--- config.mk ---
export PLATFORM = sky130hd
export DESIGN_NAME = hbg_gate_ctrl
export DESIGN_NICKNAME = d
export VERILOG_FILES = /design/src/design/hbg_pkg.sv /design/src/design/hbg_gate_ctrl.sv /design/src/design/hbg_sync.sv /design/src/design/hbg_dead_timer.sv
export VERILOG_INCLUDE_DIRS = /design/src /design/src/design
export SDC_FILE = /design/constraint.sdc
export NUM_CORES = 1
export LEC_CHECK = 0
export BUFFER_PORTS_ARGS = -buffer_cell sky130_fd_sc_hd__buf_2
export CAP_MARGIN = 20
export CORE_UTILIZATION = 55
export CTS_CLUSTER_DIAMETER = 200
export DETAILED_ROUTE_END_ITERATION = 7
export PLACE_DENSITY = 0.78
export SYNTH_ARGS = -nofsm -noshare
export SYNTH_HDL_FRONTEND = slang
export SYNTH_SLANG_ARGS = --single-unit
--- constraint.sdc ---
create_clock -name CLOCK -period 3.15 [get_ports CLOCK]
set_input_delay 0.1575 -clock CLOCK [delete_from_list [all_inputs] [get_ports CLOCK]]
set_output_delay 0.1575 -clock CLOCK [all_outputs]
set_load 0.03 [all_outputs]
--- src/design/hbg_map.svh ---
/*
  Named constants of the half-bridge gate control logic: widths, default
  levels of floating pins, counter limits.
  Assumes it is included by bare name and may be included more than once.
*/
`ifndef HBG_MAP_SVH
`define HBG_MAP_SVH

`define HBG_GAP_W 8
`define HBG_MODE_W 2
`define HBG_GAP_MIN 8'h01
`define HBG_GAP_SAT 8'hff
`define HBG_CNT_ZERO 8'h00
`define HBG_CNT_ONE 8'h01
`define HBG_CHAN_OPEN_LVL 1'b0
`define HBG_EN_OPEN_LVL 1'b1
`define HBG_SHUT_OPEN_LVL 1'b0
`define HBG_FF_RST_LVL 1'b0
`define HBG_CHAN_A 0
`define HBG_CHAN_B 1

`endif

--- src/design/hbg_pkg.sv ---
/*
  Types shared by the gate control logic: dead-time count and driver mode.
  Assumes hbg_map.svh is on the include path.
*/
`include "hbg_map.svh"

package hbg_pkg;

  typedef logic [`HBG_GAP_W-1:0] hbg_gap_t;

  typedef enum logic [`HBG_MODE_W-1:0] {
    HBG_MODE_OFF      = 2'h0,
    HBG_MODE_DISABLED = 2'h1,
    HBG_MODE_OVERLAP  = 2'h2,
    HBG_MODE_RUN      = 2'h3
  } hbg_mode_e;

endpackage : hbg_pkg

--- src/design/hbg_gate_ctrl.sv ---
/*
  Control logic of a two-channel half-bridge gate driver: pin defaults,
  on/off decoding, supply lockout, overlap clamp and dead-time insertion.
  Assumes all pins are synchronous levels except the two channel inputs,
  which are synchronised here; supply-good flags come from comparators.
*/
`timescale 1ns/1ps
`default_nettype none
`include "hbg_map.svh"

// Summary of operation
// - Primary supply low holds both gate drives low, nothing passes.
// - Primary lockout overrides channel, enable and shutdown inputs alike.
// - A channel supply in lockout forces only that gate drive low.
// - A healthy channel keeps following its input during other's lockout.
// - Enable and both channel inputs are active high.
// - The shutdown input is active high.
// - Shutdown high with enable low disables, both gate drives low.
// - A floating channel input reads low, keeping its gate drive low.
// - A floating enable input reads high.
// - A floating shutdown input reads low, so floating pins run normally.
// - A drive rises only for own input high, other low, after the gap.
// - Both inputs high clamp both drives low until either falls.
// - Every low-to-high drive transition waits for the dead time.
// - Dead time is the longer of configured gap and input gap.
module hbg_gate_ctrl (
  input wire logic CLOCK,                     // 200 MHz internal clock
  input wire logic RST_N,                     // Power-good reset, low
  input wire logic CHAN_A_CONTROL_IN,         // Channel A control level
  input wire logic CHAN_A_CONTROL_OPEN,       // Channel A pin floating
  input wire logic CHAN_B_CONTROL_IN,         // Channel B control level
  input wire logic CHAN_B_CONTROL_OPEN,       // Channel B pin floating
  input wire logic ENABLE_IN,                 // Enable level
  input wire logic ENABLE_OPEN,               // Enable pin floating
  input wire logic SHUTDOWN_IN_LOW_ACTIVE,    // Shutdown level
  input wire logic SHUTDOWN_OPEN,             // Shutdown pin floating
  input wire logic PRIMARY_SIDE_SUPPLY_OK,    // Input supply above lockout
  input wire logic CHAN_A_SUPPLY_OK,          // Channel A supply healthy
  input wire logic CHAN_B_SUPPLY_OK,          // Channel B supply healthy
  input wire hbg_pkg::hbg_gap_t SWITCH_GAP_DELAY, // Dead time in cycles
  output logic CHAN_A_GATE_DRIVE,             // Channel A gate drive
  output logic CHAN_B_GATE_DRIVE,             // Channel B gate drive
  output logic CHAN_A_GAP_WAIT,               // Channel A held by dead time
  output logic CHAN_B_GAP_WAIT,               // Channel B held by dead time
  output var hbg_pkg::hbg_mode_e DRIVER_MODE  // Overall driver mode
);
  import hbg_pkg::*;

  function automatic logic hbg_chan_permit(
    input logic prim_ok,
    input logic on,
    input logic own_ok
  );
    hbg_chan_permit = prim_ok & on & own_ok;
  endfunction : hbg_chan_permit

  logic [1:0] pin_eff;
  logic [1:0] in_s;
  logic [1:0] own_ok;
  logic [1:0] elapsed;
  logic [1:0] timer_clear;
  logic [1:0] gate_q;
  logic [1:0] wait_q;
  logic en_eff;
  logic shut_eff;
  logic enabled;
  logic overlap;
  hbg_gap_t gap_eff;
  hbg_mode_e mode_reg;
  hbg_mode_e mode_next;

  function automatic logic request_any();
    request_any = in_s[`HBG_CHAN_A] ^ in_s[`HBG_CHAN_B];
  endfunction : request_any

  // Floating pins take the level of their internal pull resistor
  assign pin_eff[`HBG_CHAN_A] = CHAN_A_CONTROL_OPEN ?
                                `HBG_CHAN_OPEN_LVL : CHAN_A_CONTROL_IN;
  assign pin_eff[`HBG_CHAN_B] = CHAN_B_CONTROL_OPEN ?
                                `HBG_CHAN_OPEN_LVL : CHAN_B_CONTROL_IN;
  assign en_eff = ENABLE_OPEN ? `HBG_EN_OPEN_LVL : ENABLE_IN;
  assign shut_eff = SHUTDOWN_OPEN ?
                    `HBG_SHUT_OPEN_LVL : SHUTDOWN_IN_LOW_ACTIVE;

  // Only the pair enable low with shutdown high turns the driver off;
  // the other mixed pairs keep it running
  assign enabled = en_eff | ~shut_eff;
  assign overlap = in_s[`HBG_CHAN_A] & in_s[`HBG_CHAN_B];
  assign own_ok[`HBG_CHAN_A] = CHAN_A_SUPPLY_OK;
  assign own_ok[`HBG_CHAN_B] = CHAN_B_SUPPLY_OK;

  // A zero setting would let a drive rise in the cycle the other falls
  assign gap_eff = (SWITCH_GAP_DELAY < `HBG_GAP_MIN) ?
                   `HBG_GAP_MIN : SWITCH_GAP_DELAY;

  generate
    for (genvar ch = 0; ch < 2; ch++) begin : g_chan
      logic permit;
      logic request;
      logic gate_reg;
      logic gate_next;
      logic wait_reg;

      hbg_sync u_sync (
        .clk(CLOCK),
        .rst_n(RST_N),
        .d(pin_eff[ch]),
        .q(in_s[ch])
      );

      // Primary lockout and disable override everything; own supply
      // gates only this channel
      assign permit = hbg_chan_permit(PRIMARY_SIDE_SUPPLY_OK, enabled,
                                      own_ok[ch]);
      assign request = in_s[ch] & ~in_s[1 - ch];

      // Gap restarts while blocked or while the other side asks,
      // so recovery from the overlap clamp also waits
      assign timer_clear[ch] = ~permit | in_s[1 - ch];

      hbg_dead_timer u_timer (
        .clk(CLOCK),
        .rst_n(RST_N),
        .clear(timer_clear[ch]),
        .gap_cfg(gap_eff),
        .elapsed(elapsed[ch])
      );

      assign gate_next = permit & request & elapsed[ch];

      always_ff @(posedge CLOCK or negedge RST_N) begin
        if (!RST_N) begin
          gate_reg <= `HBG_FF_RST_LVL;
        end else begin
          gate_reg <= gate_next;
        end
      end

      always_ff @(posedge CLOCK or negedge RST_N) begin
        if (!RST_N) begin
          wait_reg <= `HBG_FF_RST_LVL;
        end else begin
          wait_reg <= permit & request & ~elapsed[ch];
        end
      end

      assign gate_q[ch] = gate_reg;
      assign wait_q[ch] = wait_reg;
    end
  endgenerate

  always_comb begin
    if (!PRIMARY_SIDE_SUPPLY_OK) begin
      mode_next = HBG_MODE_OFF;
    end else if (!enabled) begin
      mode_next = HBG_MODE_DISABLED;
    end else if (overlap) begin
      mode_next = HBG_MODE_OVERLAP;
    end else begin
      mode_next = HBG_MODE_RUN;
    end
  end

  always_ff @(posedge CLOCK or negedge RST_N) begin
    if (!RST_N) begin
      mode_reg <= HBG_MODE_OFF;
    end else begin
      mode_reg <= mode_next;
    end
  end

  assign CHAN_A_GATE_DRIVE = gate_q[`HBG_CHAN_A];
  assign CHAN_B_GATE_DRIVE = gate_q[`HBG_CHAN_B];
  assign CHAN_A_GAP_WAIT = wait_q[`HBG_CHAN_A];
  assign CHAN_B_GAP_WAIT = wait_q[`HBG_CHAN_B];
  assign DRIVER_MODE = mode_reg;
endmodule : hbg_gate_ctrl
`default_nettype wire

--- src/design/hbg_sync.sv ---
/*
  Two-flop synchroniser for one control pin.
  Assumes one clock and an asynchronous active-low reset.
*/
`timescale 1ns/1ps
`default_nettype none
`include "hbg_map.svh"

module hbg_sync (
  input wire logic clk,   // Internal clock
  input wire logic rst_n, // Asynchronous reset, active low
  input wire logic d,     // Pin level
  output logic q          // Synchronised level
);
  logic sync_1_reg;
  logic sync_2_reg;

  // First stage feeds only the second stage
  always_ff @(posedge clk or negedge rst_n) begin
    if (!rst_n) begin
      sync_1_reg <= `HBG_FF_RST_LVL;
      sync_2_reg <= `HBG_FF_RST_LVL;
    end else begin
      sync_1_reg <= d;
      sync_2_reg <= sync_1_reg;
    end
  end

  assign q = sync_2_reg;
endmodule : hbg_sync
`default_nettype wire

--- src/design/hbg_dead_timer.sv ---
/*
  Dead-time counter of one channel: counts clock cycles since the last
  clear and reports when the configured gap has passed.
  Assumes gap_cfg is at least one; the top enforces that floor.
*/
`timescale 1ns/1ps
`default_nettype none
`include "hbg_map.svh"

module hbg_dead_timer (
  input wire logic clk,                 // Internal clock
  input wire logic rst_n,               // Asynchronous reset, active low
  input wire logic clear,               // Restart the gap count
  input wire hbg_pkg::hbg_gap_t gap_cfg, // Gap length in cycles
  output logic elapsed                  // Gap has passed since clear
);
  import hbg_pkg::*;

  hbg_gap_t cnt_reg;
  hbg_gap_t cnt_next;

  // Saturates so a long quiet time never wraps into a fresh wait
  always_comb begin
    if (clear) begin
      cnt_next = `HBG_CNT_ZERO;
    end else if (cnt_reg != `HBG_GAP_SAT) begin
      cnt_next = cnt_reg + `HBG_CNT_ONE;
    end else begin
      cnt_next = cnt_reg;
    end
  end

  always_ff @(posedge clk or negedge rst_n) begin
    if (!rst_n) begin
      cnt_reg <= `HBG_CNT_ZERO;
    end else begin
      cnt_reg <= cnt_next;
    end
  end

  // Counting from the other side's release makes the gap the longer of
  // the configured time and the gap already present at the inputs
  assign elapsed = (cnt_reg >= gap_cfg) & ~clear;
endmodule : hbg_dead_timer
`default_nettype wire

* Yosys cells after proc, flatten, opt, wreduce, memory -nomap -nowiden
Cells that the tools add are included.
Widths: inputs -> output; s select.
** Cells by class
- Multiplexer cells :: 12
- Add/sub/neg operators :: 2
- Bitwise operators :: 26
- Reduce and logical (&&, ||, !) cells :: 2
- $lt $le $gt $ge :: 3
- Equal/unequal tests :: 2
** Operators by type and width (count)
- $mux 8 :: 5
- $add 8x1->8 const B :: 2
- $ge 8x8->1 :: 2
- $ne 8x8->1 const B :: 2
- $and 1x1->1 :: 14
- $not 1->1 :: 9
- $lt 8x1->1 const B :: 1
- $mux 1 :: 5
- $mux 2 :: 2
- $reduce_bool 2->1 :: 2
- $or 1x1->1 :: 3
** Storage, ports and cells
- Logic and storage cells :: 58
- Input port bits :: 21
- Output and inout bits :: 6
- Bits in registers :: 26

* Depth between registers and ports, before layout
- Depth in word-level cells :: 11
- Depth in mapped cells :: 7
- Gate-level depth less buffers :: 7

* Cells and area by module
Synthesis repeated with hierarchy kept, for this count alone.
** Unflattened totals
- Cells, all modules :: 168
- Area total of the unflattened synthesis :: 1595.3 µm²
** Modules (own cells, without submodules)
- hbg_dead_timer :: instances 2, area each 591.8 µm², cells each 66, sequential area each 200.2 µm²
- hbg_gate_ctrl :: instances 1, area each 311.5 µm², cells each 32, sequential area each 150.1 µm²
- hbg_sync :: instances 2, area each 50.0 µm², cells each 2, sequential area each 50.0 µm²

* Least setup slack after synthesis
OpenSTA, ideal clock, no wires.
- Path type :: input -> register
- Start :: input SWITCH_GAP_DELAY[6]
- End :: register g_chan[0].gate_reg, in the netlist CHAN_A_GATE_DRIVE
- Library setup time :: 0.124 ns
- Arrival :: 1.648 ns
- Setup slack :: 1.378 ns
- Data required time :: 3.026 ns
- Buffers on the path :: 0
- Stages on the path :: 7
- Cell sequence :: nor4_1 a41o_1 ha_1 nand2b_4 a2111oi_4 nor3_1 o31a_1
** On the way
- Cells in the longest elaborated chain, start to end :: 5
** Ends and longest elaborated chain
- start, declared :: RTL line hbg_gate_ctrl.sv:40 : input wire hbg_pkg::hbg_gap_t SWITCH_GAP_DELAY,
- $lt 8x1->1 (no source line)
- $mux 8 (*) :: RTL line hbg_gate_ctrl.sv:93 : assign gap_eff = (SWITCH_GAP_DELAY < `HBG_GAP_MIN) ?
- $ge 8x8->1 (*) :: RTL line hbg_dead_timer.sv:43 : assign elapsed = (cnt_reg >= gap_cfg) & ~clear;
- $and 1x1->1 (*) :: RTL line hbg_dead_timer.sv:43
- $and 1x1->1 (*) :: RTL line hbg_gate_ctrl.sv:129 : assign gate_next = permit & request & elapsed[ch];
- via g_chan[0].gate_next :: RTL line hbg_gate_ctrl.sv:101 : logic gate_next;
- end signal, assigned :: RTL line hbg_gate_ctrl.sv:133 : gate_reg <= `HBG_FF_RST_LVL;
- end signal, assigned :: RTL line hbg_gate_ctrl.sv:135 : gate_reg <= gate_next;
- end, declared :: RTL line hbg_gate_ctrl.sv:100 : logic gate_reg;
Mark *: on every way through the listed nets, which the timed path passes. The rest lies on a longest branch.
A chain may end at the register's enable or synchronous reset.

* Final worst setup path
- Start :: register g_chan[0].u_timer.cnt_reg[0]
- End :: register g_chan[0].gate_reg, in the netlist CHAN_A_GATE_DRIVE
** On the way
- Cells in the longest elaborated chain, start to end :: 3
** Ends and longest elaborated chain
- start, declared :: RTL line hbg_dead_timer.sv:19 : hbg_gap_t cnt_reg;
- start signal, assigned :: RTL line hbg_dead_timer.sv:35 : cnt_reg <= `HBG_CNT_ZERO;
- start signal, assigned :: RTL line hbg_dead_timer.sv:37 : cnt_reg <= cnt_next;
- $ge 8x8->1 :: RTL line hbg_dead_timer.sv:43
- $and 1x1->1 :: RTL line hbg_dead_timer.sv:43
- $and 1x1->1 :: RTL line hbg_gate_ctrl.sv:129
- via g_chan[0].gate_next :: RTL line hbg_gate_ctrl.sv:101
The timed path passes the listed nets, and every way through them passes these cells.

==> impl_metrics.ini <==
[setup_path]
critical_path_class = reg2reg
cp-end-kind = register
cp-startpoint = g_chan[0].u_timer.cnt_reg[0]
arrival_ps = 2070
startpoint_type = register
reg2reg_from = g_chan[0].u_timer.cnt_reg[0]
required_ps = 3380
critPathCapture = CHAN_A_GATE_DRIVE
rrSetupSlack_ps = 1310
cp_max_fo = 5
r2r_cells = 6
r2r-end = CHAN_A_GATE_DRIVE

[yosys]
ys_ff_latch = 26
syn_area_per_cell_um2 = 10.46
synthFlopType = dfrtp_1
synth_edf_count = 0
async_reset_ff_share_pct = 100.0
ys_types = 37
synth.cell_area_um2 = 1569
yosys_warnings = 0
synthCells = 150
synth-seq-area-share_pct = 41.47
synth_fp_nets = 189

[timing]
setup_slack_ps = 1306
rsz0062_at_grt = false
maxSlewViolCount = 0
worstMarginPinSlew_ps = 556.9
final.period_utilization_pct = 58.54
setup_violations = 0
finClkSkew_ps = 2.753
hold_violations = 0
fmax_mhz = 542.3
fin_tns_setup_ps = 0
period_minus_slack_ps = 1844
slew-limit-headroom_pct = 62.87

[placed_design]
hpwl_um = 2471
post-place-ws_ps = 1092
gp_congestion = 0.8537
io_buffers = 26

[clock_network]
postCtsResizedCells = 0
clock_sinks = 26
path_clk_slew_ps = 140
clkLatencyLatePin_ps = 330
h-tree-depth = 1
clock_path_buffers = 2
hold_buffers = 3
cts_buffers = 3
cts_tree = built
root_buffer = clkbuf_4
post-cts-setup-buffers = 0

[power_and_ir_drop]
netSwitchingPower_uw = 145.2
power_frac_seq_pct = 53.3
ir_worst_vdd_mv = 0.2833
p_per_area_nw_per_um2 = 358.8
p_int_uw = 503.5
p_clk_share_pct = 35.4
leakage_uw = 0.0008904
p_comb_share_pct = 11.4
power_switching_share_pct = 22.39

[layout]
fin_nets = 221
final_cell_mix = dfrtp_1, buf_2, ha_1, nor2_1, inv_1
drive_gt1_share_pct = 20.99
largest_reg_flops = 16
diodes = 0
post-route-util_pct = 66.13
area_growth_pct = 15.23

[grt]
grt_pass1_wl_um = 5499
grt_max_degree = 27
overflow = 0
antenna_found_initial = 0
first_global_vias = 1311
grt_usage_pct = 23.03

[outcome]
outcome = completed

[drt]
dr_total_vias = 1244
vias_per_cell = 5.868
wl_per_cell_um = 14.62
drt_iter0_drc = 39
drc = 0
antenna_left = 0
drt_wl_total_um = 3100
dr.pass1.iters = 4

[floorplanning]
die-area_um2 = 3070
die_x_um = 55.41
die_h_um = 55.41
rows = 19
core_um2 = 2734
io_pins = 27
initial_core_util_pct = 57.39

[min_path]
hp-class = in2reg

[flow_run]
cap_violations = 0
## power by group through the flow
stage,clock network (uW),registers (uW),logic [uW]
final,229,346,73.8
after global routing,246,347,84.8
after CTS,238,346,75.0
after detailed placement,0,352,71.8
after global placement,0,351,69.5
after floorplan,0,355,37.6
## worst max-delay path, cell delays in order (launching register included)
cell	delay (ps)
dfrtp_1	470
inv_1	90
ha_1	300
nand2b_4	150
a2111oi_4	340
nor3_1	140
o31a_1	270
## per-layer routing
metal / up-vias / GRT usage, % / wire [um]
met5: - / 0 / 0
met4: 0 / 13.93 / 90
met3: 8 / 3.279 / 85
met2: 29 / 38.73 / 1589
met1: 598 / 27.91 / 1335
li1: 609 / - / -
## worst min path at each step
| stage | from | end | slack (ps) | cells after the start |
|---|---|---|---|---|
| global route | CHAN_B_CONTROL_IN | g_chan[1].u_sync.sync_1_reg | 40 | 2 |
| global placement | RST_N | g_chan[1].u_timer.cnt_reg[7] | 180 | 1 |
| detailed placement | RST_N | g_chan[1].u_timer.cnt_reg[7] | 180 | 1 |
| CTS | CHAN_B_CONTROL_IN | g_chan[1].u_sync.sync_1_reg | 20 | 2 |
| floorplan | RST_N | CHAN_A_GAP_WAIT | -140 | 0 |
| finish | CHAN_B_CONTROL_IN | g_chan[1].u_sync.sync_1_reg | 30 | 2 |
## area by class of cell
class / count / area [um^2]
Multi-Input combinational cell: 110 / 860.8
Tap cell: 31 / 38.79
Inverter: 12 / 45.04
Timing Repair Buffer: 29 / 160.2
Clock buffer: 3 / 22.52
Clock inverter: 1 / 30.03
Fill cell: 219 / 925.9
Sequential cell: 26 / 650.6
## synth_stat cells (2+ instances only)
cell | number | area, um^2
nor2_1 | 13 | 48.80
nand2_1 | 8 | 30.03
a31oi_1 | 5 | 31.28
o21a_1 | 4 | 30.03
nor3_1 | 7 | 35.03
nor2b_1 | 4 | 25.02
a21oi_1 | 8 | 40.04
nand4_1 | 4 | 25.02
a211oi_1 | 2 | 15.01
ha_1 | 18 | 225.2
nand3_1 | 5 | 25.02
and3_1 | 2 | 12.51
mux2i_1 | 3 | 30.03
inv_1 | 12 | 45.04
o21ai_0 | 3 | 15.01
nor4b_4 | 2 | 47.55
xnor2_1 | 5 | 43.79
dfrtp_1 | 26 | 650.6
## cells by family (layout without fill, tap and decap cells)
group	Yosys count	after routing	share of synthesized area (%)
AO/OA/AOI/OAI	28	28	12.92
XOR/XNOR	6	6	3.349
adder cells (fa/ha/maj)	18	18	14.35
buffers and inverters	14	45	3.668
flip-flops	26	26	41.47
multiplexers	3	3	1.914
AND/OR/NAND/NOR	55	55	22.33
## per-stage QoR
| stage | power [uW] | hold slack [ps] | instance area, um^2 | instances |
|---|---|---|---|---|
| after floorplan | 392.8 | -138.1 | 1569 | 150 |
| final | 648.7 | 30.65 | 1808 | 212 |
| after detailed placement | 423.7 | 184.8 | 1725 | 205 |
| after CTS | 658.2 | 22.19 | 1808 | 212 |
| after global placement | 420.8 | 184.8 | 1725 | 205 |
| after global routing | 677.1 | 38.72 | 1808 | 212 |
Note: power is estimated with default switching activity, not from simulation.
